==> src/bcc_map.svh <==
// register offsets, field positions and reset values of the branch cache
`ifndef BCC_MAP_SVH
`define BCC_MAP_SVH
`define BCC_CTRL_ADDR 8'h84
`define BCC_FSTAT_ADDR 8'hac
`define BCC_TUNE_ADDR 8'hc9
`define BCC_LOCK_ADDR 8'hd2
`define BCC_ACC_ADDR 8'hd3
`define BCC_CTRL_RST 8'he6
`define BCC_FSTAT_RST 8'h00
`define BCC_TUNE_RST 8'h04
`define BCC_LOCK_RST 8'h1f
`define BCC_ACC_RST 8'h00
`define BCC_CWE_BIT 7
`define BCC_CRE_BIT 6
`define BCC_PFE_BIT 5
`define BCC_FLUSH_BIT 4
`define BCC_RETI_BIT 3
`define BCC_ISR_BIT 2
`define BCC_MOVC_BIT 1
`define BCC_BLKW_BIT 0
`define BCC_ALG_BIT 3
`define BCC_FIX_BIT 2
`define BCC_PUSH_BIT 7
`define BCC_POP_BIT 6
`define BCC_OVF_BIT 7
`define BCC_BUSY_BIT 0
`define BCC_ACC_W 12
`define BCC_ACC_MAX 12'hfff
`define BCC_ACC_ONE 12'h001
`define BCC_PTR_W 5
`define BCC_LAST_SLOT 5'h1f
`define BCC_STALL_SAT 3'h4
`define BCC_LFSR_SEED 5'h01
`define BCC_TAG_W 13
`endif

==> src/bcc_pkg.sv <==
// state types of the branch cache control logic
package bcc_pkg;
  `include "bcc_map.svh"

  typedef struct packed {
    logic cwe;
    logic cre;
    logic pfe;
    logic reti;
    logic isr;
    logic movc;
    logic blkw;
    logic alg;
    logic fix;
    logic [1:0] thr;
    logic push_en;
    logic [`BCC_PTR_W-1:0] ptr;
    logic [2:0] stall;
    logic [7:0] rdata;
    logic flush;
    logic wr;
    logic [`BCC_PTR_W-1:0] wr_slot;
    logic wr_lock;
    logic [`BCC_TAG_W-1:0] wr_tag;
    logic unlock;
    logic [`BCC_PTR_W-1:0] unlock_slot;
    logic inval;
    logic [15:0] inval_addr;
  } bcc_state_t;

  typedef struct packed {
    logic [`BCC_ACC_W-1:0] acc;
    logic ovf;
    logic [3:0] snap;
  } bcc_acc_t;

  typedef struct packed {
    logic [`BCC_PTR_W-1:0] pos;
    logic down;
    logic [`BCC_PTR_W-1:0] lfsr;
  } bcc_repl_t;
endpackage

==> src/bcc_penalty_acc.sv <==
// miss penalty accumulator with overflow flag and low-field snapshot
`timescale 1ns/10ps
`default_nettype none
`include "bcc_map.svh"
module bcc_penalty_acc (
  input wire logic clk,
  input wire logic rstn,
  input wire logic stall_tick,
  input wire logic high_wr,
  input wire logic [6:0] high_wdata,
  input wire logic high_rd,
  output logic [6:0] acc_high,
  output logic acc_overflow,
  output logic [3:0] low_snap
);
  bcc_pkg::bcc_acc_t s_reg;
  bcc_pkg::bcc_acc_t s_next;

  always_comb
  begin
    s_next = s_reg;
    if (high_wr)
    begin
      // load high field, clear low five bits and the flag
      s_next.acc = {high_wdata, 5'h00};
      s_next.ovf = 1'b0;
    end
    else if (stall_tick)
    begin
      s_next.acc = s_reg.acc + `BCC_ACC_ONE;
      if (s_reg.acc == `BCC_ACC_MAX)
      begin
        s_next.ovf = 1'b1;
      end
    end
    if (high_rd)
    begin
      s_next.snap = s_reg.acc[4:1];
    end
  end

  always_ff @(posedge clk or negedge rstn)
  begin
    if (!rstn)
    begin
      s_reg <= '0;
    end
    else
    begin
      s_reg <= s_next;
    end
  end

  assign acc_high = s_reg.acc[11:5];
  assign acc_overflow = s_reg.ovf;
  assign low_snap = s_reg.snap;

  acc_count_a:
  assert property (@(posedge clk) disable iff (!rstn)
    stall_tick && !high_wr |=> s_reg.acc == $past(s_reg.acc) + 12'h001)
  else $error("accumulator did not count a stall cycle");

  acc_wrap_a:
  assert property (@(posedge clk) disable iff (!rstn)
    stall_tick && !high_wr && s_reg.acc == 12'hfff
    |=> s_reg.ovf && s_reg.acc == 12'h000 ##1 s_reg.ovf || $past(high_wr))
  else $error("overflow flag not set and held on wrap");

  snap_hold_a:
  assert property (@(posedge clk) disable iff (!rstn)
    !high_rd |=> $stable(s_reg.snap))
  else $error("low snapshot changed without a high field read");
endmodule
`default_nettype wire

==> src/bcc_replace.sv <==
// slot chooser: rebound walk or pseudo-random pick below the lock stack
`timescale 1ns/10ps
`default_nettype none
`include "bcc_map.svh"
module bcc_replace (
  input wire logic clk,
  input wire logic rstn,
  input wire logic advance,
  input wire logic random_sel,
  input wire logic [4:0] limit,
  output logic [4:0] slot
);
  bcc_pkg::bcc_repl_t s_reg;
  bcc_pkg::bcc_repl_t s_next;

  always_comb
  begin
    s_next = s_reg;
    s_next.lfsr = {s_reg.lfsr[3:0], s_reg.lfsr[4] ^ s_reg.lfsr[2]};
    if (advance && !random_sel)
    begin
      if (s_reg.pos > limit)
      begin
        s_next.pos = limit;
        s_next.down = 1'b1;
      end
      else if (s_reg.down)
      begin
        if (s_reg.pos == 5'h00)
        begin
          s_next.pos = (limit == 5'h00) ? 5'h00 : 5'h01;
          s_next.down = 1'b0;
        end
        else
        begin
          s_next.pos = s_reg.pos - 5'h01;
        end
      end
      else if (s_reg.pos >= limit)
      begin
        s_next.pos = (limit == 5'h00) ? 5'h00 : limit - 5'h01;
        s_next.down = 1'b1;
      end
      else
      begin
        s_next.pos = s_reg.pos + 5'h01;
      end
    end
  end

  always_ff @(posedge clk or negedge rstn)
  begin
    if (!rstn)
    begin
      s_reg <= '0;
      s_reg.lfsr <= `BCC_LFSR_SEED;
    end
    else
    begin
      s_reg <= s_next;
    end
  end

  // masking with the limit never yields a slot above it
  assign slot = random_sel ? (s_reg.lfsr & limit) :
    ((s_reg.pos > limit) ? limit : s_reg.pos);

  slot_in_range_a:
  assert property (@(posedge clk) disable iff (!rstn)
    slot <= limit)
  else $error("replacement slot above the unlocked range");
endmodule
`default_nettype wire

==> src/bcc_ctrl.sv <==
// branch target cache control, tuning, lock stack and diagnostics
// What this block does
// - cache write enable clear blocks normal writes
// - cache read enable gates use of hits
// - prefetch runs only with prefetch enable
// - flush bit invalidates cache, reads zero
// - return targets cached only when enabled
// - interrupt routine code cached only when enabled
// - code reads cached only when enabled, or locked by push regardless
// - block write selects four byte flash writes
// - algorithm bit picks rebound or random
// - fixed bit forces code read data slot 0
// - cache a miss only above threshold
// - tuning upper bits show latched low accumulator
// - push locks code read segment, decrements pointer
// - pop increments pointer, unlocks, reads zero
// - slots above pointer locked unless zero
// - accumulator counts every miss stall cycle
// - overflow flag sticks until register written
// - high write loads, read latches low bits
// - flash status shows write or erase busy
// - rebound walks up then down
// - flash modify invalidates affected bytes always
`timescale 1ns/10ps
`default_nettype none
`include "bcc_map.svh"
module bcc_ctrl (
  input wire logic clk,
  input wire logic rstn,
  input wire logic [7:0] sfr_addr,
  input wire logic [7:0] sfr_wdata,
  input wire logic sfr_wr,
  input wire logic sfr_rd,
  output logic [7:0] sfr_rdata,
  input wire logic core_stall,
  input wire logic fill_valid,
  input wire logic [12:0] fill_tag,
  input wire logic fill_is_reti,
  input wire logic fill_in_isr,
  input wire logic fill_is_movc,
  input wire logic flash_busy,
  input wire logic flash_modify,
  input wire logic [15:0] flash_addr,
  output logic cache_read_allow,
  output logic prefetch_allow,
  output logic flash_block_write,
  output logic cache_flush,
  output logic cache_wr,
  output logic [4:0] cache_wr_slot,
  output logic [12:0] cache_wr_tag,
  output logic cache_wr_lock,
  output logic cache_unlock,
  output logic [4:0] cache_unlock_slot,
  output logic cache_inval,
  output logic [15:0] cache_inval_addr
);
  localparam logic [7:0] CTRL_RST = `BCC_CTRL_RST;
  localparam logic [7:0] TUNE_RST = `BCC_TUNE_RST;
  localparam logic [7:0] LOCK_RST = `BCC_LOCK_RST;

  bcc_pkg::bcc_state_t s_reg;
  bcc_pkg::bcc_state_t s_next;

  logic ctrl_wr;
  logic tune_wr;
  logic lock_wr;
  logic acc_wr;
  logic acc_rd;
  logic pop_ev;
  logic push_ev;
  logic fill_ok;
  logic keep_fill;
  logic fixed_slot;
  logic [4:0] limit;
  logic [4:0] repl_slot;
  logic [6:0] acc_high;
  logic acc_overflow;
  logic [3:0] low_snap;
  logic [7:0] read_val;

  function automatic logic reg_hit(input logic [7:0] a, input logic [7:0] off);
    reg_hit = (a == off);
  endfunction

  assign ctrl_wr = sfr_wr && reg_hit(sfr_addr, `BCC_CTRL_ADDR);
  assign tune_wr = sfr_wr && reg_hit(sfr_addr, `BCC_TUNE_ADDR);
  assign lock_wr = sfr_wr && reg_hit(sfr_addr, `BCC_LOCK_ADDR);
  assign acc_wr = sfr_wr && reg_hit(sfr_addr, `BCC_ACC_ADDR);
  assign acc_rd = sfr_rd && reg_hit(sfr_addr, `BCC_ACC_ADDR);
  assign pop_ev = lock_wr && sfr_wdata[`BCC_POP_BIT];

  // each code read while push is on locks its segment
  assign push_ev = fill_valid && fill_is_movc && s_reg.push_en;

  // per-type exclusions
  assign fill_ok = (!fill_is_reti || s_reg.reti) &&
    (!fill_in_isr || s_reg.isr) &&
    (!fill_is_movc || s_reg.movc);

  // instruction misses need a long enough stall, code reads do not
  assign keep_fill = fill_valid && !push_ev && s_reg.cwe && fill_ok &&
    (fill_is_movc || s_reg.stall > {1'b0, s_reg.thr});

  assign fixed_slot = fill_is_movc && s_reg.fix;

  // slots above the pointer are out of reach, all free at zero
  assign limit = (s_reg.ptr == 5'h00) ? `BCC_LAST_SLOT : s_reg.ptr;

  bcc_replace u_replace (
    .clk(clk),
    .rstn(rstn),
    .advance(keep_fill && !fixed_slot),
    .random_sel(s_reg.alg),
    .limit(limit),
    .slot(repl_slot)
  );

  bcc_penalty_acc u_acc (
    .clk(clk),
    .rstn(rstn),
    .stall_tick(core_stall),
    .high_wr(acc_wr),
    .high_wdata(sfr_wdata[6:0]),
    .high_rd(acc_rd),
    .acc_high(acc_high),
    .acc_overflow(acc_overflow),
    .low_snap(low_snap)
  );

  always_comb
  begin
    read_val = 8'h00;
    case (sfr_addr)
      `BCC_CTRL_ADDR:
        read_val = {s_reg.cwe, s_reg.cre, s_reg.pfe, 1'b0,
          s_reg.reti, s_reg.isr, s_reg.movc, s_reg.blkw};
      `BCC_TUNE_ADDR:
        read_val = {low_snap, s_reg.alg, s_reg.fix, s_reg.thr};
      `BCC_LOCK_ADDR:
        read_val = {s_reg.push_en, 2'b00, s_reg.ptr};
      `BCC_ACC_ADDR:
        read_val = {acc_overflow, acc_high};
      `BCC_FSTAT_ADDR:
        read_val = {7'h00, flash_busy};
      default:
        read_val = 8'h00;
    endcase
  end

  always_comb
  begin
    s_next = s_reg;
    s_next.flush = 1'b0;
    s_next.wr = 1'b0;
    s_next.wr_lock = 1'b0;
    s_next.unlock = 1'b0;
    s_next.inval = 1'b0;
    if (sfr_rd)
    begin
      s_next.rdata = read_val;
    end
    if (ctrl_wr)
    begin
      s_next.cwe = sfr_wdata[`BCC_CWE_BIT];
      s_next.cre = sfr_wdata[`BCC_CRE_BIT];
      s_next.pfe = sfr_wdata[`BCC_PFE_BIT];
      s_next.flush = sfr_wdata[`BCC_FLUSH_BIT];
      s_next.reti = sfr_wdata[`BCC_RETI_BIT];
      s_next.isr = sfr_wdata[`BCC_ISR_BIT];
      s_next.movc = sfr_wdata[`BCC_MOVC_BIT];
      s_next.blkw = sfr_wdata[`BCC_BLKW_BIT];
    end
    if (tune_wr)
    begin
      s_next.alg = sfr_wdata[`BCC_ALG_BIT];
      s_next.fix = sfr_wdata[`BCC_FIX_BIT];
      s_next.thr = sfr_wdata[1:0];
    end
    if (lock_wr)
    begin
      s_next.push_en = sfr_wdata[`BCC_PUSH_BIT];
    end
    // stall length of the miss now being filled
    if (fill_valid)
    begin
      s_next.stall = 3'h0;
    end
    else if (core_stall && s_reg.stall != `BCC_STALL_SAT)
    begin
      s_next.stall = s_reg.stall + 3'h1;
    end
    if (push_ev)
    begin
      s_next.wr = 1'b1;
      s_next.wr_lock = 1'b1;
      s_next.wr_slot = s_reg.ptr;
      s_next.wr_tag = fill_tag;
    end
    else if (keep_fill)
    begin
      s_next.wr = 1'b1;
      s_next.wr_slot = fixed_slot ? 5'h00 : repl_slot;
      s_next.wr_tag = fill_tag;
    end
    case ({pop_ev, push_ev})
      2'b10:
      begin
        s_next.ptr = s_reg.ptr + 5'h01;
        s_next.unlock = 1'b1;
        s_next.unlock_slot = s_reg.ptr + 5'h01;
      end
      2'b01:
        s_next.ptr = s_reg.ptr - 5'h01;
      2'b11:
      begin
        s_next.unlock = 1'b1;
        s_next.unlock_slot = s_reg.ptr;
      end
      default:
        s_next.ptr = s_reg.ptr;
    endcase
    // flash program and erase evict regardless of write enable
    if (flash_modify)
    begin
      s_next.inval = 1'b1;
      s_next.inval_addr = flash_addr;
    end
  end

  always_ff @(posedge clk or negedge rstn)
  begin
    if (!rstn)
    begin
      s_reg <= '0;
      s_reg.cwe <= CTRL_RST[`BCC_CWE_BIT];
      s_reg.cre <= CTRL_RST[`BCC_CRE_BIT];
      s_reg.pfe <= CTRL_RST[`BCC_PFE_BIT];
      s_reg.reti <= CTRL_RST[`BCC_RETI_BIT];
      s_reg.isr <= CTRL_RST[`BCC_ISR_BIT];
      s_reg.movc <= CTRL_RST[`BCC_MOVC_BIT];
      s_reg.blkw <= CTRL_RST[`BCC_BLKW_BIT];
      s_reg.alg <= TUNE_RST[`BCC_ALG_BIT];
      s_reg.fix <= TUNE_RST[`BCC_FIX_BIT];
      s_reg.thr <= TUNE_RST[1:0];
      s_reg.push_en <= LOCK_RST[`BCC_PUSH_BIT];
      s_reg.ptr <= LOCK_RST[4:0];
    end
    else
    begin
      s_reg <= s_next;
    end
  end

  assign sfr_rdata = s_reg.rdata;
  assign cache_read_allow = s_reg.cre;
  assign prefetch_allow = s_reg.pfe;
  assign flash_block_write = s_reg.blkw;
  assign cache_flush = s_reg.flush;
  assign cache_wr = s_reg.wr;
  assign cache_wr_slot = s_reg.wr_slot;
  assign cache_wr_tag = s_reg.wr_tag;
  assign cache_wr_lock = s_reg.wr_lock;
  assign cache_unlock = s_reg.unlock;
  assign cache_unlock_slot = s_reg.unlock_slot;
  assign cache_inval = s_reg.inval;
  assign cache_inval_addr = s_reg.inval_addr;

  flush_pulse_a:
  assert property (@(posedge clk) disable iff (!rstn)
    ctrl_wr && sfr_wdata[4] |=> cache_flush ##1 !cache_flush)
  else $error("flush write did not give a one cycle flush");

  flush_reads_zero_a:
  assert property (@(posedge clk) disable iff (!rstn)
    sfr_rd && sfr_addr == 8'h84 |=> !sfr_rdata[4])
  else $error("flush bit read back as one");

  write_gate_a:
  assert property (@(posedge clk) disable iff (!rstn)
    cache_wr && !cache_wr_lock |-> $past(s_reg.cwe))
  else $error("normal cache write with write enable clear");

  miss_threshold_a:
  assert property (@(posedge clk) disable iff (!rstn)
    cache_wr && !cache_wr_lock && !$past(fill_is_movc)
    |-> $past(s_reg.stall) > {1'b0, $past(s_reg.thr)})
  else $error("miss cached at or below threshold");

  push_lock_a:
  assert property (@(posedge clk) disable iff (!rstn)
    push_ev && !pop_ev |=> cache_wr && cache_wr_lock &&
    cache_wr_slot == $past(s_reg.ptr) && s_reg.ptr == $past(s_reg.ptr) - 5'h01)
  else $error("push did not lock slot and decrement pointer");

  pop_unlock_a:
  assert property (@(posedge clk) disable iff (!rstn)
    pop_ev && !push_ev |=> cache_unlock && s_reg.ptr == $past(s_reg.ptr) + 5'h01
    && cache_unlock_slot == s_reg.ptr ##1 !cache_unlock)
  else $error("pop did not raise pointer and unlock that slot");

  lock_protect_a:
  assert property (@(posedge clk) disable iff (!rstn)
    cache_wr && !cache_wr_lock && $past(s_reg.ptr) != 5'h00
    |-> cache_wr_slot <= $past(s_reg.ptr))
  else $error("normal write landed in a locked slot");

  flash_inval_a:
  assert property (@(posedge clk) disable iff (!rstn)
    flash_modify |=> cache_inval && cache_inval_addr == $past(flash_addr))
  else $error("flash modify did not invalidate");
endmodule
`default_nettype wire

==> config.mk <==
export PLATFORM = sky130hd
export DESIGN_NAME = bcc_ctrl
export DESIGN_NICKNAME = d
export VERILOG_FILES = /design/src/bcc_pkg.sv /design/src/bcc_penalty_acc.sv /design/src/bcc_replace.sv /design/src/bcc_ctrl.sv
export VERILOG_INCLUDE_DIRS = /design/src /design/src/src
export SDC_FILE = /design/constraint.sdc
export NUM_CORES = 1
export LEC_CHECK = 0
export BUFFER_PORTS_ARGS = -buffer_cell sky130_fd_sc_hd__clkbuf_2
export CAP_MARGIN = 0
export CORE_MARGIN = 2
export CORE_UTILIZATION = 35
export DETAILED_ROUTE_END_ITERATION = 8
export GPL_ROUTABILITY_DRIVEN = 0
export PLACE_DENSITY = 0.66
export RECOVER_POWER = 50
export SYNTH_ARGS = -nofsm -noshare
export SYNTH_HDL_FRONTEND = slang
export SYNTH_SLANG_ARGS = --single-unit
==> constraint.sdc <==
create_clock -name clk -period 3.4 [get_ports clk]
set_input_delay 0.51 -clock clk [delete_from_list [all_inputs] [get_ports clk]]
set_output_delay 0.51 -clock clk [all_outputs]
set_load 0.03 [all_outputs]
======== Word level (Yosys, flattened, before mapping) ========
Cells that the tools add are included.
storage, ports and cells
  flip-flop bits (word level) ............. 100
  latch bits .............................. 0
  RAM bits ................................ 0
  memory bits (read-only) ................. 0
  input port bits ......................... 56
  output and inout bits ................... 55
  logic and storage cells ................. 116
  memories ................................ 0
operators by class
  add/subtract/negate cells ............... 7
  multiply operators ...................... 0
  div/mod/pow operators ................... 0
  order comparisons ....................... 3
  eq/ne operators ......................... 10
  shift-type cells ........................ 0
  mux-type cells .......................... 27
  bitwise operators ....................... 2
  reductions and logical operators ........ 38
operator list
  kind                                                                count
  13-bit two-way mux                                                  4
  8-bit == test, second input constant                                5
  8-bit case mux with 5 select lines                                  1
  5-bit two-way mux                                                   7
  6-bit two-way mux                                                   4
  1-bit logical AND                                                   18
  17-bit two-way mux                                                  1
  5-bit logical NOT                                                   3
  5-bit by 1-bit subtractor with 5-bit output, second input constant  3
  12-bit by 1-bit adder with 12-bit output, second input constant     1
  12-bit == test, second input constant                               1
  6-bit case mux with 2 select lines                                  1
  2-bit nonzero test                                                  6
  5-bit by 1-bit adder with 5-bit output, second input constant       2
  5-bit case mux with 2 select lines                                  1
  1-bit logical NOT                                                   6
  1-bit two-way mux                                                   6
  3-bit two-way mux                                                   2
  5-bit bitwise AND                                                   1
  5-bit >= comparator                                                 1
  5-bit > comparator                                                  1
  2-bit == test, second input constant                                2
  1-bit logical OR                                                    4
  3-bit by 1-bit adder with 3-bit output, second input constant       1
  5 further kinds                                                     5

======== Logic depth before layout (Yosys ltp) ========
Gate-level depths: netlist of the first run.
  word-level depth ........................ 9
  mapped depth ............................ 15
  depth with buffers taken out ............ 13

======== Cells and area by module ========
A second synthesis of the first run with hierarchy kept.
unflattened totals
  cells, all modules ...................... 555
  area total of the unflattened synthesis .. 5753.0 sq um
by module, submodules not included
  module           instances  cells each  area each (sq um)  sequential area each (sq um)
  bcc_ctrl         1          346         3839.9             1815.5
  bcc_replace      1          117         975.9              276.5
  bcc_penalty_acc  1          92          937.1              425.4

======== Worst setup path after synthesis of the first run ========
OpenSTA, ideal clock, no wires.
  path type ............................... register -> register
  start ................................... register s_reg[55] in the netlist's numbering
  end ..................................... register u_replace.s_reg[8] in the netlist's numbering
  library setup time ...................... 121 ps
  data arrival time ....................... 3273 ps
  required time ........................... 3279 ps
  slack ................................... 6 ps
  stages on the path, launching flop included .. 16
  path buffers ............................ 2
  clock period less this slack ............ 3394 ps
  cell sequence ........................... dfstp_2 > clkbuf_1 > inv_1 > ha_1 > nor3b_1 > or2_2 > inv_1 > ha_1 > nand2_1 > o21bai_1 > nand2_1 > a311o_1 > buf_6 > mux2i_1 > a211o_1 > a22o_1
between the ends
  cells in the longest elaborated chain, start to end .. 7
  elaborated cells on any way between the ends .. 10
  classes of those cells .................. add/sub: 1; order compare: 2; mux: 5; reduce/logical: 2
ends and longest elaborated chain
  what                                                                              RTL line           RTL
  from (decl)                                                                       bcc_ctrl.sv:61     bcc_pkg::bcc_state_t s_reg;
  from (signal assigned)                                                            bcc_ctrl.sv:250    s_reg <= s_next;
  5-bit logical NOT                                                                 bcc_ctrl.sv:107    assign limit = (s_reg.ptr == 5'h00) ? `BCC_LAST_SLOT : s_reg.ptr;
  5-bit two-way mux (*)                                                             bcc_ctrl.sv:107
  5-bit by 1-bit subtractor with 5-bit output or 5-bit logical NOT (tied branches)  bcc_replace.sv:41  s_next.pos = (limit == 5'h00) ? 5'h00 : limit - 5'h01;
  5-bit two-way mux                                                                 bcc_replace.sv:41
  5-bit two-way mux                                                                 bcc_replace.sv:39  else if (s_reg.pos >= limit)
  6-bit two-way mux                                                                 bcc_replace.sv:27  else if (s_reg.down)
  6-bit two-way mux (*)                                                             bcc_replace.sv:22  if (s_reg.pos > limit)
  to (signal assigned)                                                              bcc_replace.sv:60  s_reg <= s_next;
  to (decl)                                                                         bcc_replace.sv:13  bcc_pkg::bcc_repl_t s_reg;
Mark *: on every way between the ends. The rest lies on a longest branch, timed or not.
A chain may end at the register's enable or synchronous reset.

======== Worst setup path after layout of the first run ========
  start ................................... register s_reg[55] in the netlist's numbering
  end ..................................... register s_reg (netlist bit cache_wr_slot[2])
between the ends
  cells in the longest elaborated chain, start to end .. 8
  elaborated cells on any way between the ends .. 9
  classes of those cells .................. order compare: 1; mux: 6; bitwise: 1; reduce/logical: 1
ends and longest elaborated chain
  what                   RTL line           RTL
  5-bit logical NOT      bcc_ctrl.sv:107
  5-bit two-way mux (*)  bcc_ctrl.sv:107
  5-bit > comparator     bcc_replace.sv:66  ((s_reg.pos > limit) ? limit : s_reg.pos);
  5-bit two-way mux      bcc_replace.sv:66
  5-bit two-way mux (*)  bcc_replace.sv:65  assign slot = random_sel ? (s_reg.lfsr & limit) :
  5-bit two-way mux (*)  bcc_ctrl.sv:202    s_next.wr_slot = fixed_slot ? 5'h00 : repl_slot;
  6-bit two-way mux (*)  bcc_ctrl.sv:199    else if (keep_fill)
  6-bit two-way mux (*)  bcc_ctrl.sv:192    if (push_ev)
Mark *: on every way between the ends. The rest lies on a longest branch, timed or not. The select of a mux whose other input is x is not followed.

==> results of run 1 <==
==> worst max-delay path: cells and delay by family, from the launching register on <==
| family | cells | cell delay (ns) |
|---|---|---|
| fa+ha+maj | 2 | 0.36 |
| simple gates | 6 | 1.38 |
| buf+inv | 2 | 0.16 |
| compound gates | 2 | 0.71 |
| flops | 1 | 0.53 |
==> cell families (layout without fill, tap and decap cells) <==
logic type      after synthesis  count (layout)  synth area share
mux                          50              50            0.1002
simple gates                150             150            0.1410
fa+ha+maj                    14              14           0.03158
xor+xnor                     26              26           0.04106
flops                       100             100            0.4539
compound gates               96              96            0.1304
buf+inv                      97             165            0.1020
==> layout make-up <==
type,instances,area [sq um],area share
Sequential cell,100,2517,0.3982
Multi-Input combinational cell,336,2474,0.3913
Timing Repair Buffer,121,620.6,0.09816
Tap cell,216,270.3,0.04275
Clock buffer,11,252.7,0.03998
Inverter,28,105.1,0.01662
Clock inverter,5,82.58,0.01306
==> layer usage <==
metal / GRT usage / share of wire / up-vias
met4: 0.06135 / 0.015 / 0
met2: 0.2713 / 0.49 / 152
met3: 0.03567 / 0.061 / 15
met1: 0.1972 / 0.43 / 2043
li1: - / - / 1951
met5: 0 / 0 / -
==> power breakdown <==
| group | leakage [nW] | internal, W | total, W | switching [W] |
|---|---|---|---|---|
| Sequential | 1.28 | 0.00132 | 0.00143 | 0.000101 |
| Clock | 0.166 | 0.000688 | 0.00114 | 0.000449 |
| Combinational | 1.63 | 0.000262 | 0.000671 | 0.000409 |
| Total | 3.08 | 0.00227 | 0.00323 | 0.000959 |
==> stage by stage <==
stage | total power, W | worst slack [ns] | area, sq um | hold slack [ns] | util
6_report | 0.003233 | 0.1512 | 6322 | 0.3780 | 0.4024
5_1_grt | 0.003391 | 0.002261 | 6322 | 0.3757 | 0.4024
4_1_cts | 0.003268 | 0.09343 | 6331 | 0.3666 | 0.4029
3_5_place_dp | 0.002123 | 0.1085 | 5996 | 0.3754 | 0.3816
3_3_place_gp | 0.002090 | 0.2383 | 5996 | 0.3681 | 0.3816
2_1_floorplan | 0.001959 | 0.006095 | 5547 | 0.2144 | -
==> worst paths after layout <==
kind                                        endpoint  slack, ns
worst max register to register      cache_wr_slot[2]       0.15
max in group asynchronous        cache_inval_addr[3]       0.97
worst max-delay path                cache_wr_slot[2]       0.15
min in group asynchronous       cache_unlock_slot[2]       0.75
worst min register to register   u_replace.s_next[3]       0.38
worst min-delay path                 cache_wr_tag[7]       0.38
==> repair_timing <==
item / in CTS / in global routing
endpoints found under the setup margin: 0 / 2
gates resized for setup: 0 / 2
hold buffers: 0 / 0
buffers inserted: 0 / 0
==> cells in the mapped netlist, types with 12 or more instances <==
cell     number  area, sq um
a21oi_1      12        60.06
a22oi_1      13        97.59
buf_4        47        352.8
dfrtp_1      88         2202
dfstp_2      12        315.3
ha_1         14        175.2
inv_1        25        93.84
mux2_1       22        247.7
mux2_2       22        247.7
nand2_1      53        198.9
nor2_1       32        120.1
o21ai_1      16        80.08
xor2_1       15        131.4
==> reports/qor.csv, run 1 <==
metric,value,unit
"Cell Area, Synth",0.005547,sq mm
"commonest non-fill, non-tap cell in the layout",clkbuf_2,
Peak VDD IR,0.0003761,V
Clock Path Buffers,2,
gr ovfl total,0,
Antenna diodes,0,
CP arrival,3.48,ns
CP Capture Type,flop,
CP startpoint,s_reg[55],
Vias/cell,5.093,
ANT nets after route,0,
Sink Count,100,
share of layout cells above drive strength 1,0.3062,
Main synth FF type,dfrtp_1,
worst-path maximum fanout,6,
status,"finished, violations left",
final setup vio count,0,
asr flop ratio synth,1.000,
Worst Max-Slew Pin Slew,2.155,ns
Pleak,3.076,nW
slew margin rel.,-0.4364,
clock latency on the worst-skew pair,0.35,ns
dpl hpwl,9713,um
startpoint types,flop,
max cap viols,1,
DRC viols,0,
cells after synthesis,533,
placed instance count,801,
fill count,1524,
Area Overhead vs Synth,13.99,%
Post-Layout Cell Count,817,
Hold Path Origin,fill_tag[7],
"Slew Viols, Final",86,
starting density of the core,0.3530,
fin nets,666,
IO Count,111,
slowest CP cell,dfstp_2,
hold path cells,2,
synth unique cells,70,
Yosys reg bits,100,
core area,0.01571,sq mm
TritonRoute pass-1 iters,5,
PD cells,511.4,mW/mm^2
initial antenna violation count,0,
input/output buffers,110,
vias post-DR,4161,
CTS Buf Count,9,
root buf cell,clkbuf_16,
Syn Area/Cell,10.41,sq um
Syn. warnings,0,
worst setup path class,flop to flop,
H-tree depth,3,
Cell Rows,46,
Reg2Reg Depth,12,
die height,129.9,um
FF-to-FF Start,s_reg[55],
FMAX,307.8,MHz
Detailed Route WL,13050,um
failing checks,"capacitance limit, slew limit",
"Seq/Total Area, Yosys",0.4539,
Worst Skew,0.006857,ns
Final Hold Vio Count,0,
vias in the first global route,4223,
RSZ-0062 raised after global routing,no,
syn_nets,603,
largest net degree at the start of global routing,86,
CTS tree,yes,
minimum clock period,3.249,ns
Die ar.,0.01687,sq mm
Die X,129.9,um
Hold Path Class,input pin to flop,
"Cell Chain, Critical Path","inv_1, ha_1, nor3b_1, or2_2, inv_1, ha_1, or4b_4, nand2_1, nand3b_1, a22oi_4, nor2_1, a221o_1",
gr usage total,0.1592,
CP peak stage delay,0.53,ns
Routed WL per cell,15.98,um
first-pass GRT wire length,21060,um
clock slew at reported path FFs,0.07,ns
number of synthesized flops with an enable pin,0,
most frequent cells in the layout,"106 x clkbuf_2, 88 x dfrtp_1, 53 x nand2_1",
setup tns final,0,ns
max reg flops,17,
Final period util,0.9555,
WP data required,3.64,ns
number of DRC markers in iteration 0,255,
Power figures use the tool's default switching activity.
==> run 2: changes to the inputs <==
- BUFFER_PORTS_ARGS: -buffer_cell sky130_fd_sc_hd__clkbuf_2 -> -buffer_cell sky130_fd_sc_hd__buf_4
- PLACE_DENSITY: 0.66 -> 0.64
- RECOVER_POWER: 50 -> 100
- clock period: 3.4 -> 3.1 ns (I/O delays scaled with it)
==> run 2 against run 1 <==
  * The flow still finishes with violations (capacitance limit, slew limit)
  * Fmax grew 7.9%
  * Clock-buffer cell count shrank 1
  * Die area is the same
  * First-iteration DRC count grew 35%
  * Sequential power grew 9%
  * Clock power is essentially flat
  * Sequential share of layout area shrank 1.0 points
  * Wire length grew 4.6%
  * Clock skew is essentially flat
  * Design area grew 2.7%
  * Cell count grew 1.7%
  * Largest cell class is now multi-input gates
==> reports/qor.csv, run 2 (synthesized netlist as in run 1, its figures left out) <==
metric,value,unit
Final Instance Area,0.006491,sq mm
largest net degree at the start of global routing,75,
dpl hpwl,9842,um
Sink Count,100,
CP arrival,3.24,ns
slew margin rel.,-0.2620,
ANT nets after route,0,
Worst Max-Slew Pin Slew,1.893,ns
root buf cell,clkbuf_16,
failing checks,"capacitance limit, slew limit",
share of layout cells above drive strength 1,0.2374,
setup tns final,0,ns
gr ovfl total,0,
fin nets,680,
max reg flops,17,
fill count,1587,
"commonest non-fill, non-tap cell in the layout",dfrtp_1,
Worst Skew,0.006812,ns
Hold Path Class,input pin to flop,
Vias/cell,5.126,
PD cells,534.2,mW/mm^2
Detailed Route WL,13650,um
WP data required,3.33,ns
startpoint types,flop,
Die ar.,0.01687,sq mm
vias post-DR,4260,
most frequent cells in the layout,"88 x dfrtp_1, 68 x buf_4, 65 x clkbuf_1",
worst-path maximum fanout,7,
vias in the first global route,4232,
Area Overhead vs Synth,17.03,%
Final Hold Vio Count,0,
clock latency on the worst-skew pair,0.35,ns
Pleak,2.941,nW
clock slew at reported path FFs,0.07,ns
Routed WL per cell,16.43,um
DRC viols,0,
final setup vio count,0,
total power,0.003468,W
Peak VDD IR,0.0003303,V
TritonRoute pass-1 iters,5,
Placed Area,0.006350,sq mm
CTS tree,yes,
starting density of the core,0.3530,
Reg2Reg Depth,13,
input/output buffers,110,
initial antenna violation count,0,
CP Capture Type,flop,
core area,0.01571,sq mm
CTS Buf Count,9,
FMAX,332.1,MHz
Antenna diodes,0,
die height,129.9,um
"Slew Viols, Final",75,
Clock Path Buffers,2,
Die X,129.9,um
number of DRC markers in iteration 0,343,
H-tree depth,3,
pre-CTS setup slack,-0.04937,ns
max cap viols,1,
minimum clock period,3.011,ns
Cell Rows,46,
IO Count,111,
hold path cells,2,
first-pass GRT wire length,21430,um
worst setup path class,flop to flop,
status,"finished, violations left",
final core utilization,0.4131,
gr usage total,0.1630,
worst setup margin,0.08915,ns
Final period util,0.9712,
run 2: repair_timing:
item / 4_1_cts / 5_1_grt
gates resized for setup: 1 / 13
pin swaps: 0 / 6
setup buffers: 0 / 5
cloned: 0 / 0
setup endpoints to repair: 3 / 10
hold buffers: 0 / 0
run 2: routing by layer:
| metal | up-vias | global-route usage | part of all wire |
|---|---|---|---|
| li1 | 1989 | - | - |
| met3 | 14 | 0.04223 | 0.058 |
| met5 | - | 0 | 0 |
| met4 | 0 | 0.04428 | 0.013 |
| met2 | 162 | 0.2744 | 0.48 |
| met1 | 2095 | 0.2088 | 0.45 |
run 2: final timing paths:
kind | from | endpoint | slack (ns)
max in group asynchronous | rstn | cache_inval_addr[1] | 0.99
min | fill_valid | s_reg[53] | 0.32
max | s_reg[55] | u_replace.s_reg[10] | 0.09
min reg2reg | u_replace.s_next[4] | u_replace.s_reg[4] | 0.39
max reg2reg | s_reg[55] | u_replace.s_reg[10] | 0.09
min in group asynchronous | rstn | cache_unlock | 0.63
run 2: cell type report:
type / instances / area [sq um] / area share
multi-input cells: 336 / 2521 / 0.3884
clock inverters: 6 / 71.32 / 0.01099
clock buffers: 10 / 229.0 / 0.03527
well taps: 216 / 270.3 / 0.04163
flip-flops and latches: 100 / 2517 / 0.3878
repair buffers: 135 / 774.5 / 0.1193
inverters: 28 / 107.6 / 0.01658
run 2: metrics by stage:
step	hold slack [ns]	instances
floorplan	0.1694	533
global placement	0.3690	810
detailed placement	0.3676	810
CTS	0.2978	826
global route	0.3163	831
finish	0.3174	831
run 2: power breakdown:
group / total [W] / internal [W] / switching (W)
clock network: 0.00115 / 0.000633 / 0.000514
registers: 0.00156 / 0.00145 / 0.000112
logic: 0.000757 / 0.000304 / 0.000452
run 2: critical path, stage by stage, from the launching register on:
cell and delay (ns):
dfstp_2 0.53, inv_1 0.05, ha_2 0.18, nor3b_2 0.16, or2_4 0.24, inv_4 0.06, ha_4 0.12, or4b_4 0.50
a21boi_4 0.19, a311o_2 0.26, buf_6 0.13, mux2i_1 0.17, a2bb2oi_1 0.19, o211ai_1 0.10
==> run 3: changes to the inputs <==
- ABC_AREA: default -> 1
==> run 3 against run 2 <==
  * The flow now finishes without violations
  * Sequential share of layout area up 0.48 points
  * Sequential cell count unchanged
  * Register-to-register slack better by 0.22 ns
  * Die area up 0.90%
  * Fmax up 8.1%
  * Combinational power up 13%
  * Clock power up 9%
  * Non-clock buffer count down 17
  * Synthesized area up 0.92%
  * Clock skew up 0.0034 ns
  * Hold slack worse by 0.032 ns
  * Total power up 8.8%
  * Largest cell class is now sequential cells
==> reports/qor.csv, run 3 <==
metric,value,unit
CP arrival,3.01,ns
Pleak,3.093,nW
FMAX,358.9,MHz
status,finished clean,
WP depth,16,
Syn. warnings,0,
worst path bufs/invs,3,
Main synth FF type,dfrtp_1,
worst-path maximum fanout,8,
clock slew at reported path FFs,0.07,ns
startpoint types,flop,
H-tree depth,3,
setup bufs post-CTS,0,
sequential share of power,0.441,
Die ar.,0.01702,sq mm
vias in the first global route,4121,
"Cell Chain, Critical Path","inv_1, ha_1, nand2_1, inv_1, nor2_1, ha_1, nand2_1, nor2_2, a21oi_4, nand2_4, nand2_8, inv_8, nand2_2, nand3_1, nand2_1, o211ai_1",
number of synthesized flops with an enable pin,0,
TritonRoute pass-1 iters,5,
starting density of the core,0.3550,
Peak VDD IR,0.0003055,V
CTS Hold Bufs,0,
slew margin rel.,0.05970,
Final period util,0.8987,
setup tns final,0,ns
Routed WL per cell,13.90,um
RSZ-0062 raised after global routing,no,
max reg flops,17,
clock latency on the worst-skew pair,0.35,ns
die height,130.5,um
Sw Share,0.3317,
"delay-heaviest family, CP",simple AND/OR/NAND/NOR gates,
fin nets,785,
input/output buffers,110,
Syn Area/Cell,8.679,sq um
gr ovfl total,0,
Net Switching,0.001251,W
dpl hpwl,10000,um
share of layout cells above drive strength 1,0.1792,
CTS Buf Count,9,
leading area contributor after synthesis,dfrtp_1,
asr flop ratio synth,1.000,
Reg2Reg Depth,16,
Placed Area,0.006340,sq mm
core area,0.01577,sq mm
Final Hold Vio Count,0,
slowest CP cell,dfstp_2,
Synth area leaders,"dfrtp_1 39%, nand2_1 11%, buf_4 6.6%",
cells after synthesis,645,
Sink Count,100,
Worst Max-Slew Pin Slew,1.410,ns
Cell Rows,46,
gr usage total,0.1572,
CTS tree,yes,
ANT nets after route,0,
final core utilization,0.4066,
syn_nets,715,
max cap viols,0,
"commonest non-fill, non-tap cell in the layout",nand2_1,
first-pass GRT wire length,20860,um
vias post-DR,4407,
Antenna diodes,0,
list of most frequent post-synthesis cells,"158 x nand2_1, 88 x dfrtp_1, 68 x inv_1",
largest net degree at the start of global routing,54,
"Cell Area, Synth",0.005598,sq mm
Final Instance Area,0.006412,sq mm
IO Count,111,
Detailed Route WL,13010,um
Comb power frac,0.227,
PD cells,588.3,mW/mm^2
Clock Power Share,0.332,
Hold Path Class,input pin to flop,
most frequent cells in the layout,"159 x nand2_1, 88 x dfrtp_1, 68 x inv_1",
Vias/cell,4.708,
number of DRC markers in iteration 0,296,
cell with the most instances after synthesis,nand2_1,
CTS resizes,0,
root buf cell,clkbuf_16,
DRC viols,0,
Area Overhead vs Synth,14.55,%
initial antenna violation count,0,
minimum clock period,2.786,ns
final setup vio count,0,
CP peak stage delay,0.60,ns
CP Capture Type,flop,
hold path cells,2,
worst setup path class,flop to flop,
synth unique cells,50,
"Seq/Total Area, Yosys",0.4497,
post-synth top area share,0.3934,
Yosys reg bits,100,
Worst Skew,0.01022,ns
Die X,130.5,um
Crit path top cell by count,nand2_1,
Pint,0.002521,W
"Slew Viols, Final",0,
Clock Path Buffers,2,
WP data required,3.32,ns
[run 3: cell count changes in the layout (fill, tap and decap cells not counted), moves of 14 or more]
| cell | before | now |
|---|---|---|
| mux2_1 | 22 | 1 |
| nand2_1 | 51 | 159 |
| buf_4 | 68 | 52 |
| inv_1 | 24 | 68 |
| nand3_1 | 11 | 25 |
| o21ai_0 | 18 | 33 |
[run 3: metal layers]
layer | wire length (um) | vias up | GRT usage
met5 | 0 | - | 0
met4 | 314 | 0 | 0.06758
met3 | 733 | 19 | 0.02850
met2 | 5708 | 140 | 0.2424
met1 | 6252 | 2035 | 0.2180
li1 | - | 2213 | -
[run 3: cells by family after synthesis]
logic type	Yosys count	synth area share
and+or+nand+nor	264	0.2164
buffers and inverters	134	0.1256
DFF	100	0.4497
AOI/OAI and AO/OA	94	0.1066
muxes	21	0.04224
xor gates and xnor gates	18	0.02816
adders and majority gates	14	0.03129
[run 3: layout make-up]
cell class | instances | area [sq um]
clock buffer | 11 | 252.7
multi-input combinational | 411 | 2357
sequential | 100 | 2517
timing repair buffer | 118 | 643.1
tap | 216 | 270.3
fill | 1664 | 9358
clock inverter | 5 | 82.58
inverter | 75 | 289.0
[run 3: final timing paths]
path / startpoint / slack [ns] / end
max in group asynchronous: rstn / 0.80 / u_replace.s_reg[7]
worst max-delay path: s_reg[55] / 0.31 / cache_wr_slot[1]
worst min-delay path: fill_valid / 0.29 / s_reg[53]
min in group asynchronous: rstn / 0.38 / cache_flush
worst min register to register: u_replace.s_next[4] / 0.39 / u_replace.s_reg[4]
worst max register to register: s_reg[55] / 0.31 / cache_wr_slot[1]
[run 3: power by group through the flow]
stage | sequential (W) | combinational [W] | clock, W
detailed placement | 0.00169 | 0.000933 | 0
global route | 0.00169 | 0.000953 | 0.00134
finish | 0.00166 | 0.000855 | 0.00125
CTS | 0.00167 | 0.000938 | 0.00129
global placement | 0.00169 | 0.000923 | 0
floorplan | 0.00161 | 0.000762 | 0
[run 3: per-stage QoR]
stage / setup slack [ns] / power, W / cells / hold WS [ns]
final: 0.3140 / 0.003773 / 936 / 0.2854
after global routing: 0.05090 / 0.003987 / 936 / 0.2857
after CTS: 0.2971 / 0.003891 / 936 / 0.1634
after detailed placement: 0.3080 / 0.002625 / 920 / 0.3715
after global placement: 0.4682 / 0.002612 / 920 / 0.3672
after floorplan: 0.6394 / 0.002371 / 645 / 0.1694
[run 3: worst reg2reg max path, stage by stage (launching register included)]
cell and delay (ns):
dfstp_2 0.60, inv_1 0.12, ha_1 0.28, nand2_1 0.11, inv_1 0.04, nor2_1 0.24, ha_1 0.31, nand2_1 0.09
nor2_2 0.08, a21oi_4 0.25, nand2_4 0.10, nand2_8 0.11, inv_8 0.06, nand2_2 0.06, nand3_1 0.06, nand2_1 0.08
o211ai_1 0.08
